File: config.mk
export PLATFORM = sky130hd
export DESIGN_NAME = stc_counters
export DESIGN_NICKNAME = d
export VERILOG_FILES = /design/src/stc_pkg.sv /design/src/stc_counters.sv /design/src/stc_scan_decr.sv /design/src/stc_step_decoder.sv
export VERILOG_INCLUDE_DIRS = /design/src /design/src/src
export SDC_FILE = /design/constraint.sdc
export NUM_CORES = 1
export LEC_CHECK = 0
export BUFFER_PORTS_ARGS = -buffer_cell sky130_fd_sc_hd__buf_2
export CORE_ASPECT_RATIO = 1.5
export CORE_UTILIZATION = 26
export DETAILED_ROUTE_END_ITERATION = 6
export MAX_ROUTING_LAYER = met4
export PLACE_DENSITY = 0.58
export SLEW_MARGIN = 20
export SYNTH_ARGS = -nofsm -noshare
export SYNTH_HDL_FRONTEND = slang
export SYNTH_SLANG_ARGS = --single-unit
File: constraint.sdc
create_clock -name clk_sys_i -period 5.8 [get_ports clk_sys_i]
set_input_delay 1.16 -clock clk_sys_i [delete_from_list [all_inputs] [get_ports clk_sys_i]]
set_output_delay 1.16 -clock clk_sys_i [all_outputs]
set_load 0.02 [all_outputs]
File: src/stc_map.svh
// Offsets, field positions, reset values and fixed counts of the scan test counters.
`ifndef STC_MAP_SVH
`define STC_MAP_SVH
`define STC_ADDR_W        2
`define STC_REG_CTRL      2'h0
`define STC_REG_STAT      2'h1
`define STC_REG_CNT       2'h2
`define STC_CTRL_MODE_LSB 0
`define STC_CTRL_ACMP_BIT 2
`define STC_CTRL_CLR_BIT  3
`define STC_CTRL_RST      3'h0
`define STC_RETRY_MAX     5'h1F
`define STC_TCLK_MAX      2'h3
`define STC_HI_MAX        4'hF
`define STC_SEQ_START     3'h7
`define STC_CC_HI_LSB     2
`define STC_CH_STEP       0
`define STC_CH_ADDR       1
`define STC_CH_SEQ        2
`define STC_CH_RETRY      3
`define STC_CH_N          4
`endif

File: src/stc_pkg.sv
// Types shared by the scan test counter modules.
package stc_pkg;
  typedef enum logic [1:0] {
    STC_LOGIC,
    STC_CSTEST,
    STC_PULSE,
    STC_CNTLOG
  } stc_mode_t;

  typedef struct packed {
    logic load_retry_order;
    logic decrement_retry_order;
    logic set_counter_control_order;
    logic load_control_word_order;
    logic cs_test_start;
    logic initial_load;
    logic test_restart;
  } stc_orders_t;

  typedef struct packed {
    logic gap_trigger;
    logic repeat_latch;
    logic pass_trigger;
    logic fail_trigger;
    logic unconditional_test_bit;
    logic result_zero;
    logic input_error;
    logic scan_store_request_trigger;
    logic addr_match;
  } stc_cond_t;
endpackage : stc_pkg

File: src/stc_counters.sv
// Retry counter, step counter, cycle counter and test-step sequencer of the scan facility.
// Notes on behaviour
// - Retry counter loads 31 at the start of each test read-in.
// - Each read-in error decrements the retry counter and retries the failed test.
// - An error with the counter already at zero, the 32nd, abandons read-in.
// - Retry counter only loads 31 or decrements through the shared decrementer.
// - Load-retry order with gap trigger set loads 31.
// - Sequencer reading 0 or 6, or 1 with repeat latch, loads 31.
// - Sequencer 4 with pass loads 31 unless error, unconditional bit, fail or zero result.
// - Initial load or test restart loads 31.
// - Logic tests decrement on the order; control-store tests decrement on input error.
// - Four high bits plus two test-clock bits form a six-position step counter.
// - Control-word load order copies bits 58-63 into step counter outside control-store tests.
// - In control-store tests sequencer value 2 loads the cycle count field.
// - Test-clock pair counts 3 down to 0, once per scan tick.
// - Pair at zero decrements high bits via decrementer and reloads 3.
// - Step counter decrements only with control latch, no store request, not zero.
// - Control trigger set by order in logic tests, sequencer 2, or address compare in count-log.
// - All six bits zero sets the zero latch (in pulse and count-log modes all eleven bits zero), which blocks further decrements.
// - Pulse and count-log modes chain address sequencer, step counter, pair: 11 bits.
// - Step counter zero decrements address sequencer, sets pair, reloads all ones.
// - All eleven bits zero raises cycle-zero; count-log then starts a logout.
// - Sequencer set to 7 at test start, decremented at test-clock 3.
// - Sequencer values 0-6 decode into one of seven step signals; 7 decodes to none.
// - Cycle counter zero or test step counter zero sets the clock-stop trigger.
//
// The register addresses and strobed register access are this design's own decisions.
`include "stc_map.svh"
module stc_counters (
  input  wire logic                   clk_sys_i,
  input  wire logic                   rst_i,
  input  wire stc_pkg::stc_orders_t   ord_i,
  input  wire stc_pkg::stc_cond_t     cond_i,
  input  wire logic                   scan_tick_i,
  input  wire logic [5:0]             wreg_cc_i,
  input  wire logic [4:0]             addr_seq_i,
  input  wire logic [`STC_ADDR_W-1:0] addr_i,
  input  wire logic [31:0]            wdata_i,
  input  wire logic                   wr_i,
  input  wire logic                   rd_i,
  output logic      [31:0]            rdata_o,
  output logic                        retry_o,
  output logic                        abandon_o,
  output logic                        addr_seq_wr_o,
  output logic      [4:0]             addr_seq_val_o,
  output logic      [6:0]             step_o,
  output logic                        cyc_zero_o,
  output logic                        logout_o,
  output logic                        clk_stop_o
);
  import stc_pkg::*;

  stc_mode_t   mode_q;
  logic        acmp_q;
  logic [4:0]  retry_q;
  logic        retry_pend_q;
  logic [3:0]  hi_q;
  logic [1:0]  tclk_q;
  logic        ctl_q;
  logic        zero_q;
  logic [2:0]  seq_q;
  logic        seq_pend_q;
  logic        enter_q;
  logic        stop_q;
  logic        cyc_zero_q;
  logic [31:0] rdata_q;
  logic        retry_q_o;
  logic        abandon_q;
  logic        aseq_wr_q;
  logic [4:0]  aseq_val_q;
  logic [6:0]  step_q;
  logic        logout_q;

  wire logic cs_w   = (mode_q == STC_CSTEST);
  wire logic lg_w   = (mode_q == STC_LOGIC);
  wire logic cyc_w  = (mode_q == STC_PULSE) || (mode_q == STC_CNTLOG);
  wire logic low0_w = (tclk_q == 2'h0);
  wire logic hi0_w  = (hi_q == 4'h0);
  wire logic all0_w = low0_w && hi0_w;
  wire logic aseq0_w = (addr_seq_i == 5'h00);
  wire logic run_w  = ctl_q && !cond_i.scan_store_request_trigger && !zero_q;
  wire logic steptk_w = run_w && scan_tick_i;

  // Step counter, test-clock pair and cycle counter control.
  wire logic hi_req_w  = steptk_w && low0_w && !hi0_w;
  wire logic cyc_wrap_w = cyc_w && steptk_w && all0_w && !aseq0_w;
  wire logic zero_set_w = ctl_q && !zero_q && all0_w && !(cyc_w && !aseq0_w);
  wire logic cyc_all0_w = cyc_w && ctl_q && all0_w && aseq0_w;
  wire logic ld_cw_w   = ord_i.load_control_word_order && !cs_w;
  wire logic ld_cs_w   = cs_w && enter_q && (seq_q == 3'h2);
  wire logic ld_step_w = ld_cw_w || ld_cs_w;
  wire logic ctl_set_w = (lg_w && ord_i.set_counter_control_order) || ld_cs_w
                      || (mode_q == STC_CNTLOG && acmp_q && cond_i.addr_match);

  // Retry counter control.
  wire logic sq_ok_w = !cond_i.input_error && !cond_i.unconditional_test_bit
                    && !cond_i.fail_trigger && !cond_i.result_zero;
  wire logic ld_seq_w = cs_w && enter_q && ((seq_q == 3'h0) || (seq_q == 3'h6)
                      || (seq_q == 3'h1 && cond_i.repeat_latch)
                      || (seq_q == 3'h4 && cond_i.pass_trigger && sq_ok_w));
  wire logic ld_retry_w = (ord_i.load_retry_order && cond_i.gap_trigger) || ld_seq_w
                       || ord_i.initial_load || ord_i.test_restart;
  wire logic err_w = (lg_w && ord_i.decrement_retry_order) || (cs_w && cond_i.input_error);
  wire logic err_ok_w = err_w && !ld_retry_w && (retry_q != 5'h00) && !retry_pend_q;
  wire logic err_end_w = err_w && !ld_retry_w && (retry_q == 5'h00) && !retry_pend_q;

  // Test-step sequencer control.
  wire logic seq_req_w = cs_w && scan_tick_i && (tclk_q == `STC_TCLK_MAX) && (seq_q != 3'h0);

  // Shared decrementer requests, one grant per cycle.
  wire logic [`STC_CH_N-1:0]      req_w;
  wire logic [`STC_CH_N-1:0][4:0] val_w;
  logic      [`STC_CH_N-1:0]      gnt_w;
  logic      [4:0]                dec_w;
  logic      [6:0]                step_w;

  assign req_w[`STC_CH_STEP]  = hi_req_w;
  assign req_w[`STC_CH_ADDR]  = cyc_wrap_w;
  assign req_w[`STC_CH_SEQ]   = seq_pend_q || seq_req_w;
  assign req_w[`STC_CH_RETRY] = retry_pend_q && !ld_retry_w;
  assign val_w[`STC_CH_STEP]  = {1'b0, hi_q};
  assign val_w[`STC_CH_ADDR]  = addr_seq_i;
  assign val_w[`STC_CH_SEQ]   = {2'b00, seq_q};
  assign val_w[`STC_CH_RETRY] = retry_q;

  stc_scan_decr u_decr (
    .req_i (req_w),
    .val_i (val_w),
    .gnt_o (gnt_w),
    .res_o (dec_w)
  );

  stc_step_decoder u_dec (
    .seq_i  (seq_q),
    .step_o (step_w)
  );

  wire logic wr_ctrl_w = wr_i && (addr_i == `STC_REG_CTRL);
  wire logic clr_stop_w = wr_ctrl_w && wdata_i[`STC_CTRL_CLR_BIT];
  wire logic [31:0] stat_w = {26'h0, cyc_zero_q, stop_q, zero_q, ctl_q, seq_pend_q, retry_pend_q};
  wire logic [31:0] cnt_w  = {18'h0, seq_q, hi_q, tclk_q, retry_q};
  wire logic [31:0] ctrl_w = {29'h0, acmp_q, mode_q};
  wire logic [31:0] rmux_w = (addr_i == `STC_REG_CTRL) ? ctrl_w
                           : (addr_i == `STC_REG_STAT) ? stat_w
                           : (addr_i == `STC_REG_CNT)  ? cnt_w : 32'h0;

  always_ff @(posedge clk_sys_i)
  begin
    if (rst_i)
    begin
      {acmp_q, mode_q} <= `STC_CTRL_RST;
      rdata_q <= 32'h0;
    end
    else
    begin
      if (wr_ctrl_w)
      begin
        mode_q <= stc_mode_t'(wdata_i[`STC_CTRL_MODE_LSB +: 2]);
        acmp_q <= wdata_i[`STC_CTRL_ACMP_BIT];
      end
      rdata_q <= rd_i ? rmux_w : 32'h0;
    end
  end

  always_ff @(posedge clk_sys_i)
  begin
    if (rst_i)
    begin
      retry_q      <= `STC_RETRY_MAX;
      retry_pend_q <= 1'b0;
      retry_q_o    <= 1'b0;
      abandon_q    <= 1'b0;
    end
    else
    begin
      if (ld_retry_w)
        retry_q <= `STC_RETRY_MAX;
      else if (gnt_w[`STC_CH_RETRY])
        retry_q <= dec_w;
      retry_pend_q <= !ld_retry_w && (err_ok_w || (retry_pend_q && !gnt_w[`STC_CH_RETRY]));
      retry_q_o    <= err_ok_w;
      abandon_q    <= err_end_w;
    end
  end

  always_ff @(posedge clk_sys_i)
  begin
    if (rst_i)
    begin
      hi_q   <= 4'h0;
      tclk_q <= 2'h0;
    end
    else if (ld_step_w)
    begin
      hi_q   <= wreg_cc_i[`STC_CC_HI_LSB +: 4];
      tclk_q <= wreg_cc_i[1:0];
    end
    else if (cyc_wrap_w)
    begin
      hi_q   <= `STC_HI_MAX;
      tclk_q <= `STC_TCLK_MAX;
    end
    else if (steptk_w && !all0_w)
    begin
      if (low0_w)
      begin
        hi_q   <= dec_w[3:0];
        tclk_q <= `STC_TCLK_MAX;
      end
      else
        tclk_q <= tclk_q - 2'h1;
    end
  end

  always_ff @(posedge clk_sys_i)
  begin
    if (rst_i)
    begin
      ctl_q      <= 1'b0;
      zero_q     <= 1'b0;
      stop_q     <= 1'b0;
      cyc_zero_q <= 1'b0;
      logout_q   <= 1'b0;
      aseq_wr_q  <= 1'b0;
      aseq_val_q <= 5'h00;
    end
    else
    begin
      ctl_q      <= ctl_set_w || (ctl_q && !ord_i.initial_load && !ord_i.test_restart);
      zero_q     <= !ld_step_w && (zero_set_w || zero_q);
      stop_q     <= (zero_set_w && !zero_q) || (stop_q && !clr_stop_w && !ord_i.initial_load);
      cyc_zero_q <= cyc_all0_w;
      logout_q   <= cyc_all0_w && !cyc_zero_q && (mode_q == STC_CNTLOG);
      aseq_wr_q  <= gnt_w[`STC_CH_ADDR];
      aseq_val_q <= gnt_w[`STC_CH_ADDR] ? dec_w : aseq_val_q;
    end
  end

  always_ff @(posedge clk_sys_i)
  begin
    if (rst_i)
    begin
      seq_q      <= 3'h0;
      seq_pend_q <= 1'b0;
      enter_q    <= 1'b0;
      step_q     <= 7'h00;
    end
    else
    begin
      if (ord_i.cs_test_start)
        seq_q <= `STC_SEQ_START;
      else if (gnt_w[`STC_CH_SEQ])
        seq_q <= dec_w[2:0];
      seq_pend_q <= !ord_i.cs_test_start && req_w[`STC_CH_SEQ] && !gnt_w[`STC_CH_SEQ];
      enter_q    <= ord_i.cs_test_start || gnt_w[`STC_CH_SEQ];
      step_q     <= step_w;
    end
  end

  assign rdata_o        = rdata_q;
  assign retry_o        = retry_q_o;
  assign abandon_o      = abandon_q;
  assign addr_seq_wr_o  = aseq_wr_q;
  assign addr_seq_val_o = aseq_val_q;
  assign step_o         = step_q;
  assign cyc_zero_o     = cyc_zero_q;
  assign logout_o       = logout_q;
  assign clk_stop_o     = stop_q;
endmodule : stc_counters

File: src/stc_scan_decr.sv
// Shared scan decrementer with a one-grant-per-cycle priority arbiter.
`include "stc_map.svh"
module stc_scan_decr (
  input  wire logic [`STC_CH_N-1:0]      req_i,
  input  wire logic [`STC_CH_N-1:0][4:0] val_i,
  output logic      [`STC_CH_N-1:0]      gnt_o,
  output logic      [4:0]                res_o
);
  function automatic logic [`STC_CH_N-1:0] pick(input logic [`STC_CH_N-1:0] r);
    logic [`STC_CH_N-1:0] g;
    g = '0;
    for (int i = `STC_CH_N - 1; i >= 0; i--)
    begin
      if (r[i])
      begin
        g = '0;
        g[i] = 1'b1;
      end
    end
    return g;
  endfunction : pick

  wire logic [4:0] sel_w;

  assign gnt_o = pick(req_i);
  assign sel_w = gnt_o[0] ? val_i[0] : gnt_o[1] ? val_i[1] : gnt_o[2] ? val_i[2] : val_i[3];
  assign res_o = sel_w - 5'h01;
endmodule : stc_scan_decr

File: src/stc_step_decoder.sv
// Decodes test-step sequencer values 0-6 into one of seven step signals; value 7 raises none.
module stc_step_decoder (
  input  wire logic [2:0] seq_i,
  output logic      [6:0] step_o
);
  wire logic [7:0] hot_w;

  assign hot_w  = 8'h01 << seq_i;
  assign step_o = hot_w[6:0];
endmodule : stc_step_decoder

==> results.txt, run 1 <==
----------------------------------------------------
[Detailed routing]
  Residual DRC ... 0
  Routed wire per std cell ... between 10 and 15 µm
  Post-route ant nets ... 0
  Number of iterations in the first detailed-routing pass ... 4
  Drt first-iter violations ... 75
  Via count ... approximately 2300
  Final wirelength ... 7.08 mm
  Detail-routed via count per cell ... roughly 4.8

[Setup path]
  Endpoint of the lowest-slack register-to-register path ... retry_q[4]$_SDFFE_PP1P_
  Startpoint of the most critical setup path ... addr_seq_i[4]
  Sort of element at the end of the critical path ... flip-flop
  CP Capture Point ... retry_q[4]$_SDFFE_PP1P_
  Arrival time of data at the critical path endpoint ... 3.57 ns
  Classification of the worst setup path ... in -> reg
  Worst reg2reg startpoint ... tclk_q[0]$_SDFFE_PP0P_
  CP required ... approximately 6.0 ns
  Number of cells on the worst reg-to-reg path ... 10
  CP Launch Type ... input pin
  Peak fanout along the critical path ... 5
  Reg-to-reg setup timing slack ... 2.81 ns

[Power]
  Max VDD drop ... between 100 and 150 µV
  Total power divided by cell area ... between 200 and 300 nW/µm²
  Leak Pwr ... about 1.4 nW

[Clock network]
  Clock Sinks ... 54
  Clock network latency to the later pin of the worst-skew pair ... approximately 0.30 ns
  Cell at the root of the clock tree ... clkbuf_16
  Maximum buffer depth of the clock tree ... 2
  CTS tree ... built
  CTS buffer count ... 5
  Register clock-pin slew on the reported worst setup and hold paths ... around 0.07 ns
  Number of hold buffers added after CTS ... 0
  H-tree lvl count ... 2
  Number of resized instances in the post-cts repair step ... 0
  Post-CTS Setup Inserts ... 0

[Timing]
  Worst-case clock skew ... 0.00289 ns
  Clock period minus final worst setup slack ... 3.39 ns
  Max transition margin ... 0.511
  Fmax achieved ... 295 MHz
  Summed negative setup slack over all endpoints ... 0 ns
  Hold Vio Cnt, Final ... 0
  Max-slew violation total from the final report ... 0
  Share of the cycle needed by the critical path after routing ... 0.584
  Transition at the pin with the smallest max-transition slack ... ~0.73 ns
  Unrepaired setup endpoints after global routing ... false
  Final number of setup-violating endpoints ... 0

[Cells and area]
  Synth-to-Final Area Change ... 17.4%
  NumNets Final ... roughly 430
  Most common cell after layout, fill and taps aside ... buf_2
  Ant. Diodes ... 0
  Layout Utilization ... 0.314
  Post-Layout Cell Count ... around 480
  Leading cell types in the layout, fill and taps excluded ... buf_2 (69), dfxtp_1 (54), nor2_1 (35)
  Share of layout cells above drive strength 1 ... 0.262

[Synth]
  Flip-flop and latch count after synthesis ... between 50 and 60
  Instance count of the mapped netlist ... about 300
  Post-Synthesis Mean Instance Area ... 9.09 µm²
  Synthesized cell area ... around 2700 µm²
  Post-synth cell types ... 62
  Commonest register cell after synthesis ... dfxtp_1
  Yosys Warn Count ... 0
  Asr flop ratio synth ... 0
  Post-synth EDFFs ... 0
  Post-synthesis sequential area ratio ... 0.402

[Floorplan]
  Initial cell density of the core ... 0.267
  Top-Level Pins ... ~120
  Core outline area ... about 10000 µm²
  Full die area ... about 11000 µm²
  X dimension of the die ... around 85 µm
  Die span in y ... approximately 130 µm
  Row count ... between 40 and 50

[Min path]
  Class of the tightest hold or removal check ... reg -> reg

[Placed design]
  Post-detailed-placement half-perimeter wirelength ... 5.34 mm
  Weighted congestion reported at the end of routability-driven placement ... roughly 0.86
  Placed cell count ... approximately 470
  Count of port buffers added during placement ... 69

[Run status]
  Status ... finished, final reports clean

[GRT]
  Sum of overflow across all layers after global routing ... 0
  Maximum number of pins on one net before global-route repair ... 32
  Global-route wire length before repair ... approximately 11 mm
  Global-route total usage across every layer ... 0.142
  Number of global-route vias before repair ... about 2200
  Antenna violations before repair ... 0

[Job]
  Number of violations of the max-capacitance limit ... 0

----------------------------------------------------
## cells by family (layout without fill, tap and decap cells)
family	after synthesis	count (layout)	synth area share
AO/OA/AOI/OAI	63	63	0.181
flip-flops	54	54	0.402
AND/OR/NAND/NOR	120	120	0.247
adder cells (fa/ha/maj)	3	3	0.0139
buffers and inverters	40	86	0.100
multiplexers	12	12	0.0451
other	1	18	0.00139
XOR/XNOR	3	3	0.00976
## worst min-delay path by stage
stage / start / endpoint / depth (start not counted)
after detailed placement: addr_seq_val_o[2]$_SDFFE_PP0P_ / addr_seq_val_o[2]$_SDFFE_PP0P_ / 2
after global routing: addr_seq_val_o[2]$_SDFFE_PP0P_ / addr_seq_val_o[2]$_SDFFE_PP0P_ / 2
after global placement: addr_seq_val_o[2]$_SDFFE_PP0P_ / addr_seq_val_o[2]$_SDFFE_PP0P_ / 2
final: addr_seq_val_o[2]$_SDFFE_PP0P_ / addr_seq_val_o[2]$_SDFFE_PP0P_ / 2
after floorplan: tclk_q[1]$_SDFFE_PP0P_ / rdata_o[6]$_SDFF_PP0_ / 1
after CTS: addr_seq_val_o[2]$_SDFFE_PP0P_ / addr_seq_val_o[2]$_SDFFE_PP0P_ / 2
## routing by layer
layer | up-vias | share of wire | wire (µm) | global-route usage
met5 | - | 0 | 0 | -
met4 | 0 | 0.024 | 170 | 0.0668
met3 | 12 | 0.059 | 420 | 0.0293
met2 | 74 | 0.52 | 3700 | 0.246
met1 | 1050 | 0.39 | 2790 | 0.153
li1 | 1135 | - | - | -
## worst max-delay path, cell delays in order
cell	delay (ns)
buf_2	0.11
or4_1	0.66
o2111ai_1	0.25
a21oi_1	0.12
o32ai_2	0.30
ha_1	0.33
o2111ai_2	0.12
xnor2_1	0.19
a221o_1	0.33
## metrics by stage
step                hold WS (ns)  setup slack (ns)  total power [mW]  area [µm²]
finish                     0.458              2.41             0.793        3160
detailed placement         0.448              2.10             0.501        3010
CTS                        0.459              2.41             0.803        3160
global route               0.478              2.32             0.833        3160
floorplan                  0.480              2.55             0.482        2760
global placement           0.449              2.12             0.499        3010
## power breakdown
group	internal [mW]	total, mW	switching, mW
logic	0.0364	0.0965	0.0601
registers	0.381	0.396	0.0143
clock network	0.160	0.301	0.141
total	0.578	0.793	0.215
## cell usage after synthesis, types with 5 or more instances
library cell,number,share of area
a21oi_1,21,0.039
and2_1,8,0.019
buf_4,18,0.050
clkbuf_1,7,0.0098
clkbuf_8,5,0.026
dfxtp_1,54,0.40
inv_1,8,0.011
mux2i_1,11,0.041
nand2_1,17,0.024
nand2b_1,11,0.026
nand3_1,10,0.019
nor2_1,35,0.049
nor3_1,8,0.015
nor3b_1,5,0.014
## state kept, by name, indices dropped and copies added (netlist names), 2 cells and up
name            count
seq_q               3
addr_seq_val_o      5
retry_q             5
step_o              7
rdata_o            14
mode_q              2
hi_q                4
tclk_q              2
## layout make-up
class | instances | area, µm²
Timing Repair Buffer | 70 | 353
Multi-Input combinational cell | 219 | 1400
Inverter | 8 | 30.0
Tap cell | 117 | 146
Fill cell | 1095 | 6920
Sequential cell | 54 | 1080
Clock buffer | 5 | 125
Clock inverter | 3 | 21.3
Power figures use the tool's default switching activity.
==> run 2, diff against run 1 <==
clock period = 3.3 ns   (was 5.8 ns; I/O delays follow)
==> run 2 against run 1 <==
  * Die area is the same
  * Sequential share of layout area down 0.56 points
  * Design area grew 1.7%
  * Combinational power increased by 84%
  * Routed wire length is 1.4% lower
  * Critical path depth up 2
  * Critical path type is now reg -> reg
  * Critical endpoint unchanged
  * Largest power group unchanged
  * Highest routed layer unchanged
==> results.txt, run 2 (synthesized netlist as in run 1, its figures left out) <==
----------------------------------------------------
[Min path]
  Startpoint of the lowest-slack hold path ... addr_seq_val_o[2]$_SDFFE_PP0P_ (unchanged)
  Worst hold path cell count ... 2 (unchanged)
  End point of the most critical hold path ... addr_seq_val_o[2]$_SDFFE_PP0P_ (unchanged)
  Class of the tightest hold or removal check ... reg -> reg (unchanged)

[Timing]
  Final number of setup-violating endpoints ... 0 (unchanged)
  Max-slew violation total from the final report ... 0 (unchanged)
  Worst-case clock skew ... 0.00488 ns (was 0.00289 ns)
  Summed negative setup slack over all endpoints ... 0 ns (unchanged)
  Share of the cycle needed by the critical path after routing ... 0.868
  Fmax achieved ... 349 MHz
  Unrepaired setup endpoints after global routing ... false (unchanged)
  Clock period minus final worst setup slack ... between 2 and 3 ns
  Transition at the pin with the smallest max-transition slack ... 0.695 ns (was 0.728 ns)
  Max transition margin ... 0.536 (was 0.511)
  Hold Vio Cnt, Final ... 0 (unchanged)

[Detailed routing]
  Drt first-iter violations ... 102 (was 75)
  Number of iterations in the first detailed-routing pass ... 4 (unchanged)
  Detail-routed via count per cell ... 4.77 (about the same)
  Final wirelength ... 6.98 mm (was 7.08 mm)
  Post-route ant nets ... 0 (unchanged)
  Via count ... 2294 (was 2271)
  Routed wire per std cell ... 14.5 µm (was 14.9 µm)
  Residual DRC ... 0 (unchanged)

[Setup path]
  Worst reg2reg startpoint ... tclk_q[0]$_SDFFE_PP0P_ (unchanged)
  CP required ... 3.48 ns (was 5.99 ns)
  Endpoint of the lowest-slack register-to-register path ... retry_q[4]$_SDFFE_PP1P_ (unchanged)
  Classification of the worst setup path ... reg -> reg (was in -> reg)
  Reg-to-reg setup timing slack ... 0.43 ns (was 2.81 ns)
  Number of cells on the worst reg-to-reg path ... 11 (was 10)
  Sort of element at the end of the critical path ... flip-flop (unchanged)
  Peak fanout along the critical path ... 11 (was 5)
  Arrival time of data at the critical path endpoint ... 3.04 ns (was 3.57 ns)
  CP Launch Type ... flip-flop (was input pin)

[GRT]
  Antenna violations before repair ... 0 (unchanged)
  Global routing usage on met1 ... 0.145 (was 0.153)
  Most used routing layer ... met2 (unchanged)
  Met3 demand-to-capacity share in global routing ... 0.0286 (was 0.0293)
  Maximum number of pins on one net before global-route repair ... 32 (unchanged)
  Number of global-route vias before repair ... 2234 (was 2199)
  Global-route total usage across every layer ... 0.140 (was 0.142)
  GR Layer Usage met2 ... 0.249 (was 0.246)
  Sum of overflow across all layers after global routing ... 0 (unchanged)
  Global-route wire length before repair ... 11.2 mm (was 11.3 mm)

[Clock network]
  Number of resized instances in the post-cts repair step ... 0 (unchanged)
  Number of hold buffers added after CTS ... 0 (unchanged)
  Clock network latency to the later pin of the worst-skew pair ... 0.29 ns (was 0.30 ns)
  Post-CTS Setup Inserts ... 0 (unchanged)
  CTS tree ... built (unchanged)
  Clock Sinks ... 54 (unchanged)
  CTS buffer count ... 5 (unchanged)
  Cell at the root of the clock tree ... clkbuf_16 (unchanged)
  Register clock-pin slew on the reported worst setup and hold paths ... 0.07 ns (about the same)
  Maximum buffer depth of the clock tree ... 2 (unchanged)
  H-tree lvl count ... 2 (unchanged)

[Cells and area]
  Layout Utilization ... 0.319 (was 0.314)
  NumNets Final ... 432 (was 427)
  Ant. Diodes ... 0 (unchanged)
  Filler Cell Count ... 1054 (was 1095)
  Area taken by multi-input logic gates ... 1400 µm² (unchanged)
  Synth-to-Final Area Change ... 19.4% (was 17.4%)
  Largest register FFs ... 14 (unchanged)
  Most common cell after layout, fill and taps aside ... buf_2 (unchanged)
  Leading cell types in the layout, fill and taps excluded ... buf_2 (69), dfxtp_1 (54), nor2_1 (35) (unchanged)
  Share of layout cells above drive strength 1 ... 0.272 (was 0.262)
  Seq. cell area ... 1080 µm² (unchanged)

[Floorplan]
  Top-Level Pins ... 116 (unchanged)
  Row count ... 45 (unchanged)
  Die span in y ... 127 µm (unchanged)
  Core outline area ... 10100 µm² (unchanged)
  X dimension of the die ... 85.1 µm (unchanged)
  Initial cell density of the core ... 0.267 (unchanged)
  Full die area ... 10800 µm² (unchanged)

[Placed design]
  Post-detailed-placement half-perimeter wirelength ... 5.38 mm (was 5.34 mm)
  Count of port buffers added during placement ... 69 (unchanged)
  Weighted congestion reported at the end of routability-driven placement ... 0.844 (was 0.863)

[Power]
  Leak Pwr ... 1.39 nW (was 1.36 nW)
  Net switching power ... 360 µW (was 215 µW)
  Fraction of power consumed by the clock network ... 0.388 (was 0.379)
  Internal power of the cells ... 1.06 mW (was 578 µW)
  Max VDD drop ... 180 µV (was 114 µV)
  Comb power frac ... 0.125 (was 0.122)
  Fraction of power spent switching nets ... 0.253 (was 0.271)
  Power share of the sequential group ... 0.487 (was 0.499)
  Total power divided by cell area ... 443 nW/µm² (was 251 nW/µm²)

[Run status]
  Status ... finished, final reports clean (unchanged)

[Job]
  Number of violations of the max-capacitance limit ... 0 (unchanged)

----------------------------------------------------
-- run 2: through the flow --
| step | hold WS, ns | std cells | worst slack [ns] | cell area, µm² | power (mW) |
|---|---|---|---|---|---|
| after floorplan | 0.480 | 313 | 0.551 | 2760 | 0.847 |
| after global placement | 0.449 | 473 | 0.209 | 3050 | 0.883 |
| after detailed placement | 0.455 | 473 | 0.152 | 3050 | 0.886 |
| after CTS | 0.466 | 481 | 0.431 | 3210 | 1.44 |
| after global routing | 0.481 | 481 | 0.275 | 3210 | 1.49 |
| final | 0.458 | 481 | 0.434 | 3210 | 1.42 |
-- run 2: power by group through the flow --
| stage | Combinational (mW) | Clock [mW] | Sequential [mW] |
|---|---|---|---|
| 6_report | 0.178 | 0.552 | 0.693 |
| 5_1_grt | 0.198 | 0.595 | 0.697 |
| 4_1_cts | 0.179 | 0.573 | 0.693 |
| 3_5_place_dp | 0.178 | 0 | 0.708 |
| 3_3_place_gp | 0.175 | 0 | 0.707 |
| 2_1_floorplan | 0.140 | 0 | 0.706 |
-- run 2: cell type report --
cell class	count	area share
well taps	117	0.0456
repair buffers	75	0.121
inverters	8	0.00935
clock inverters	1	0.00273
flip-flops and latches	54	0.336
multi-input cells	219	0.437
clock buffers	7	0.0475
-- run 2: routing by layer --
| metal | share of wire | up-vias |
|---|---|---|
| met5 | 0 | - |
| met4 | 0.030 | 0 |
| met3 | 0.056 | 13 |
| met2 | 0.52 | 75 |
| met1 | 0.39 | 1064 |
| li1 | - | 1142 |
-- run 2: how the worst max path moves through the flow --
stage | to | startpoint | depth (start not counted)
after floorplan | retry_q[4]$_SDFFE_PP1P_ | addr_seq_i[4] | 9
after global placement | retry_q[4]$_SDFFE_PP1P_ | addr_seq_i[4] | 9
after detailed placement | retry_q[4]$_SDFFE_PP1P_ | addr_seq_i[4] | 9
after CTS | retry_q[4]$_SDFFE_PP1P_ | tclk_q[0]$_SDFFE_PP0P_ | 11
after global routing | retry_q[4]$_SDFFE_PP1P_ | tclk_q[0]$_SDFFE_PP0P_ | 11
final | retry_q[4]$_SDFFE_PP1P_ | tclk_q[0]$_SDFFE_PP0P_ | 11
-- run 2: critical path: stages, from the launching register on --
cell and delay (ns):
dfxtp_1 0.43, inv_1 0.07, ha_1 0.36, inv_1 0.18, nor3_4 0.06, buf_4 0.18
o21a_1 0.18, o32ai_2 0.35, ha_1 0.30, o2111ai_2 0.13, xnor2_1 0.19, a221o_1 0.33
==> run 3, diff against run 2 <==
RECOVER_POWER = 50   (was unset)
==> run 3 against run 2 <==
  * The flow now finishes with violations (max-capacitance violations)
  * First-iteration DRC count grew 0.98%
  * Sequential share of layout area rose by 0.41 points
  * Die area unchanged
  * Register-to-register slack hardly changed
  * Count of clock-buffer cells in the layout is the same
  * Critical endpoint unchanged
  * Highest routed layer unchanged
==> results.txt, run 3 (synthesized netlist as in run 1, its figures left out) <==
----------------------------------------------------
[Cells and area]
  Largest register FFs ... 14 (unchanged)
  Final instance area ... 3170 µm² (was 3210 µm²)
  Filler Cell Count ... 1069 (was 1054)
  Ant. Diodes ... 0 (unchanged)
  Most common cell after layout, fill and taps aside ... dfxtp_1 (was buf_2)
  Share of layout cells above drive strength 1 ... 0.187 (was 0.272)
  Layout Utilization ... 0.315 (was 0.319)
  NumNets Final ... 432 (unchanged)
  Synth-to-Final Area Change ... 17.9% (was 19.4%)
  Leading cell types in the layout, fill and taps excluded ... dfxtp_1 (54), buf_2 (38), nor2_1 (35) (was buf_2 (69), dfxtp_1 (54), nor2_1 (35))

[Power]
  Total power draw ... 1.42 mW (about the same)
  Leak Pwr ... 1.26 nW (was 1.39 nW)
  Fraction of power consumed by the clock network ... 0.388 (about the same)
  Power share of the sequential group ... 0.488 (was 0.487)
  Comb power frac ... 0.124 (was 0.125)
  Net switching power ... 361 µW (was 360 µW)
  Internal power of the cells ... 1.06 mW (about the same)
  Fraction of power spent switching nets ... 0.254 (was 0.253)
  Max VDD drop ... 179 µV (was 180 µV)
  Total power divided by cell area ... 448 nW/µm² (was 443 nW/µm²)

[Detailed routing]
  Routed wire per std cell ... 14.5 µm (about the same)
  Final wirelength ... 7.00 mm (was 6.98 mm)
  Via count ... 2292 (was 2294)
  Detail-routed via count per cell ... 4.77 (about the same)
  Post-route ant nets ... 0 (unchanged)
  Drt first-iter violations ... 103 (was 102)
  Number of iterations in the first detailed-routing pass ... 4 (unchanged)
  Residual DRC ... 0 (unchanged)

[Setup path]
  Endpoint of the lowest-slack register-to-register path ... retry_q[4]$_SDFFE_PP1P_ (unchanged)
  WP buf/inv ... 3 (unchanged)
  Peak fanout along the critical path ... 11 (unchanged)
  Family with the most delay on the worst path ... compound AO/OA/AOI/OAI gates (unchanged)
  Worst reg2reg startpoint ... tclk_q[0]$_SDFFE_PP0P_ (unchanged)
  Slowest cell on the critical path ... dfxtp_1 (unchanged)
  Reg-to-reg setup timing slack ... 0.43 ns (about the same)
  CP Launch Type ... flip-flop (unchanged)
  Number of cells on the worst reg-to-reg path ... 11 (unchanged)
  CP required ... 3.48 ns (about the same)
  Classification of the worst setup path ... reg -> reg (unchanged)
  Delay of the slowest cell on the worst path ... 0.43 ns (about the same)
  Sort of element at the end of the critical path ... flip-flop (unchanged)
  Crit path cell chain ... inv_1, ha_1, inv_1, nor3_4, buf_4, o21a_1, o32ai_2, ha_1, o2111ai_2, xnor2_1, a221o_1 (unchanged)
  Arrival time of data at the critical path endpoint ... 3.05 ns (was 3.04 ns)

[Timing]
  Clock period minus final worst setup slack ... 2.87 ns (about the same)
  Max transition margin ... 0.000501 (was 0.536)
  Final worst hold slack ... 0.460 ns (was 0.458 ns)
  Transition at the pin with the smallest max-transition slack ... 1.50 ns (was 0.695 ns)
  Max-slew violation total from the final report ... 0 (unchanged)
  Fmax achieved ... 349 MHz (about the same)
  Final number of setup-violating endpoints ... 0 (unchanged)
  Worst-case clock skew ... 0.00487 ns (was 0.00488 ns)
  Share of the cycle needed by the critical path after routing ... 0.869 (was 0.868)
  Summed negative setup slack over all endpoints ... 0 ns (unchanged)
  Hold Vio Cnt, Final ... 0 (unchanged)
  Unrepaired setup endpoints after global routing ... false (unchanged)

[Placed design]
  Weighted congestion reported at the end of routability-driven placement ... 0.844 (unchanged)
  Post-detailed-placement half-perimeter wirelength ... 5.38 mm (unchanged)
  Count of port buffers added during placement ... 69 (unchanged)
  Post-DP Area ... 3050 µm² (unchanged)

[Clock network]
  Post-CTS Setup Inserts ... 0 (unchanged)
  CTS tree ... built (unchanged)
  Number of hold buffers added after CTS ... 0 (unchanged)
  H-tree lvl count ... 2 (unchanged)
  Cell at the root of the clock tree ... clkbuf_16 (unchanged)
  Clock network latency to the later pin of the worst-skew pair ... 0.29 ns (about the same)
  Number of resized instances in the post-cts repair step ... 0 (unchanged)
  Clock Sinks ... 54 (unchanged)
  Register clock-pin slew on the reported worst setup and hold paths ... 0.07 ns (about the same)
  CTS buffer count ... 5 (unchanged)
  Maximum buffer depth of the clock tree ... 2 (unchanged)

[Floorplan]
  Die span in y ... 127 µm (unchanged)
  Core outline area ... 10100 µm² (unchanged)
  Top-Level Pins ... 116 (unchanged)
  Full die area ... 10800 µm² (unchanged)
  Row count ... 45 (unchanged)
  Initial cell density of the core ... 0.267 (unchanged)
  X dimension of the die ... 85.1 µm (unchanged)

[Job]
  Number of violations of the max-capacitance limit ... 1 (was 0)

[Min path]
  Startpoint of the lowest-slack hold path ... addr_seq_val_o[2]$_SDFFE_PP0P_ (unchanged)
  Worst hold path cell count ... 2 (unchanged)
  Class of the tightest hold or removal check ... reg -> reg (unchanged)
  End point of the most critical hold path ... addr_seq_val_o[2]$_SDFFE_PP0P_ (unchanged)

[GRT]
  Antenna violations before repair ... 0 (unchanged)
  Maximum number of pins on one net before global-route repair ... 32 (unchanged)
  Global-route total usage across every layer ... 0.140 (unchanged)
  Number of global-route vias before repair ... 2234 (unchanged)
  Sum of overflow across all layers after global routing ... 0 (unchanged)
  Global-route wire length before repair ... 11.2 mm (unchanged)

[Run status]
  Status ... complete, but fails checks (was finished, final reports clean)
  Failing checks ... max-capacitance violations

----------------------------------------------------
-- run 3: worst max-delay path by stage --
stage	slack (ns)	cells after the start	startpoint	end
after floorplan	0.55	9	addr_seq_i[4]	retry_q[4]$_SDFFE_PP1P_
after global placement	0.21	9	addr_seq_i[4]	retry_q[4]$_SDFFE_PP1P_
after detailed placement	0.15	9	addr_seq_i[4]	retry_q[4]$_SDFFE_PP1P_
after CTS	0.43	11	tclk_q[0]$_SDFFE_PP0P_	retry_q[4]$_SDFFE_PP1P_
after global routing	0.27	11	tclk_q[0]$_SDFFE_PP0P_	retry_q[4]$_SDFFE_PP1P_
final	0.43	11	tclk_q[0]$_SDFFE_PP0P_	retry_q[4]$_SDFFE_PP1P_
-- run 3: per-stage QoR --
step	cells	worst slack, ns
after floorplan	313	0.551
after global placement	473	0.209
after detailed placement	473	0.152
after CTS	481	0.431
after global routing	481	0.275
final	481	0.433
-- run 3: power by group through the flow --
| stage | clock, mW | combinational (mW) | sequential (mW) |
|---|---|---|---|
| after floorplan | 0 | 0.140 | 0.706 |
| after global placement | 0 | 0.175 | 0.707 |
| after detailed placement | 0 | 0.178 | 0.708 |
| after CTS | 0.573 | 0.179 | 0.693 |
| after global routing | 0.595 | 0.196 | 0.697 |
| final | 0.552 | 0.176 | 0.693 |
-- run 3: metal layers --
metal	vias up	track usage	wire (µm)
li1	1141	-	-
met1	1062	0.145	2710
met2	76	0.249	3670
met3	13	0.0286	406
met4	0	0.0658	212
met5	-	-	0
-- run 3: area by class of cell --
cell class,count,area (µm²),area share
Inverter,8,30.0,0.00946
Clock inverter,1,8.76,0.00276
Clock buffer,7,153,0.0481
Tap cell,117,146,0.0461
Multi-Input combinational cell,219,1400,0.442
Sequential cell,54,1080,0.341
Timing Repair Buffer,75,352,0.111
-- run 3: worst min-delay path, delay by kind of cell, from the launching register on --
kind	cells	cell delay [ns]
AO/OA/AOI/OAI	1	0.05
flip-flops	1	0.31
AND/OR/NAND/NOR	1	0.05
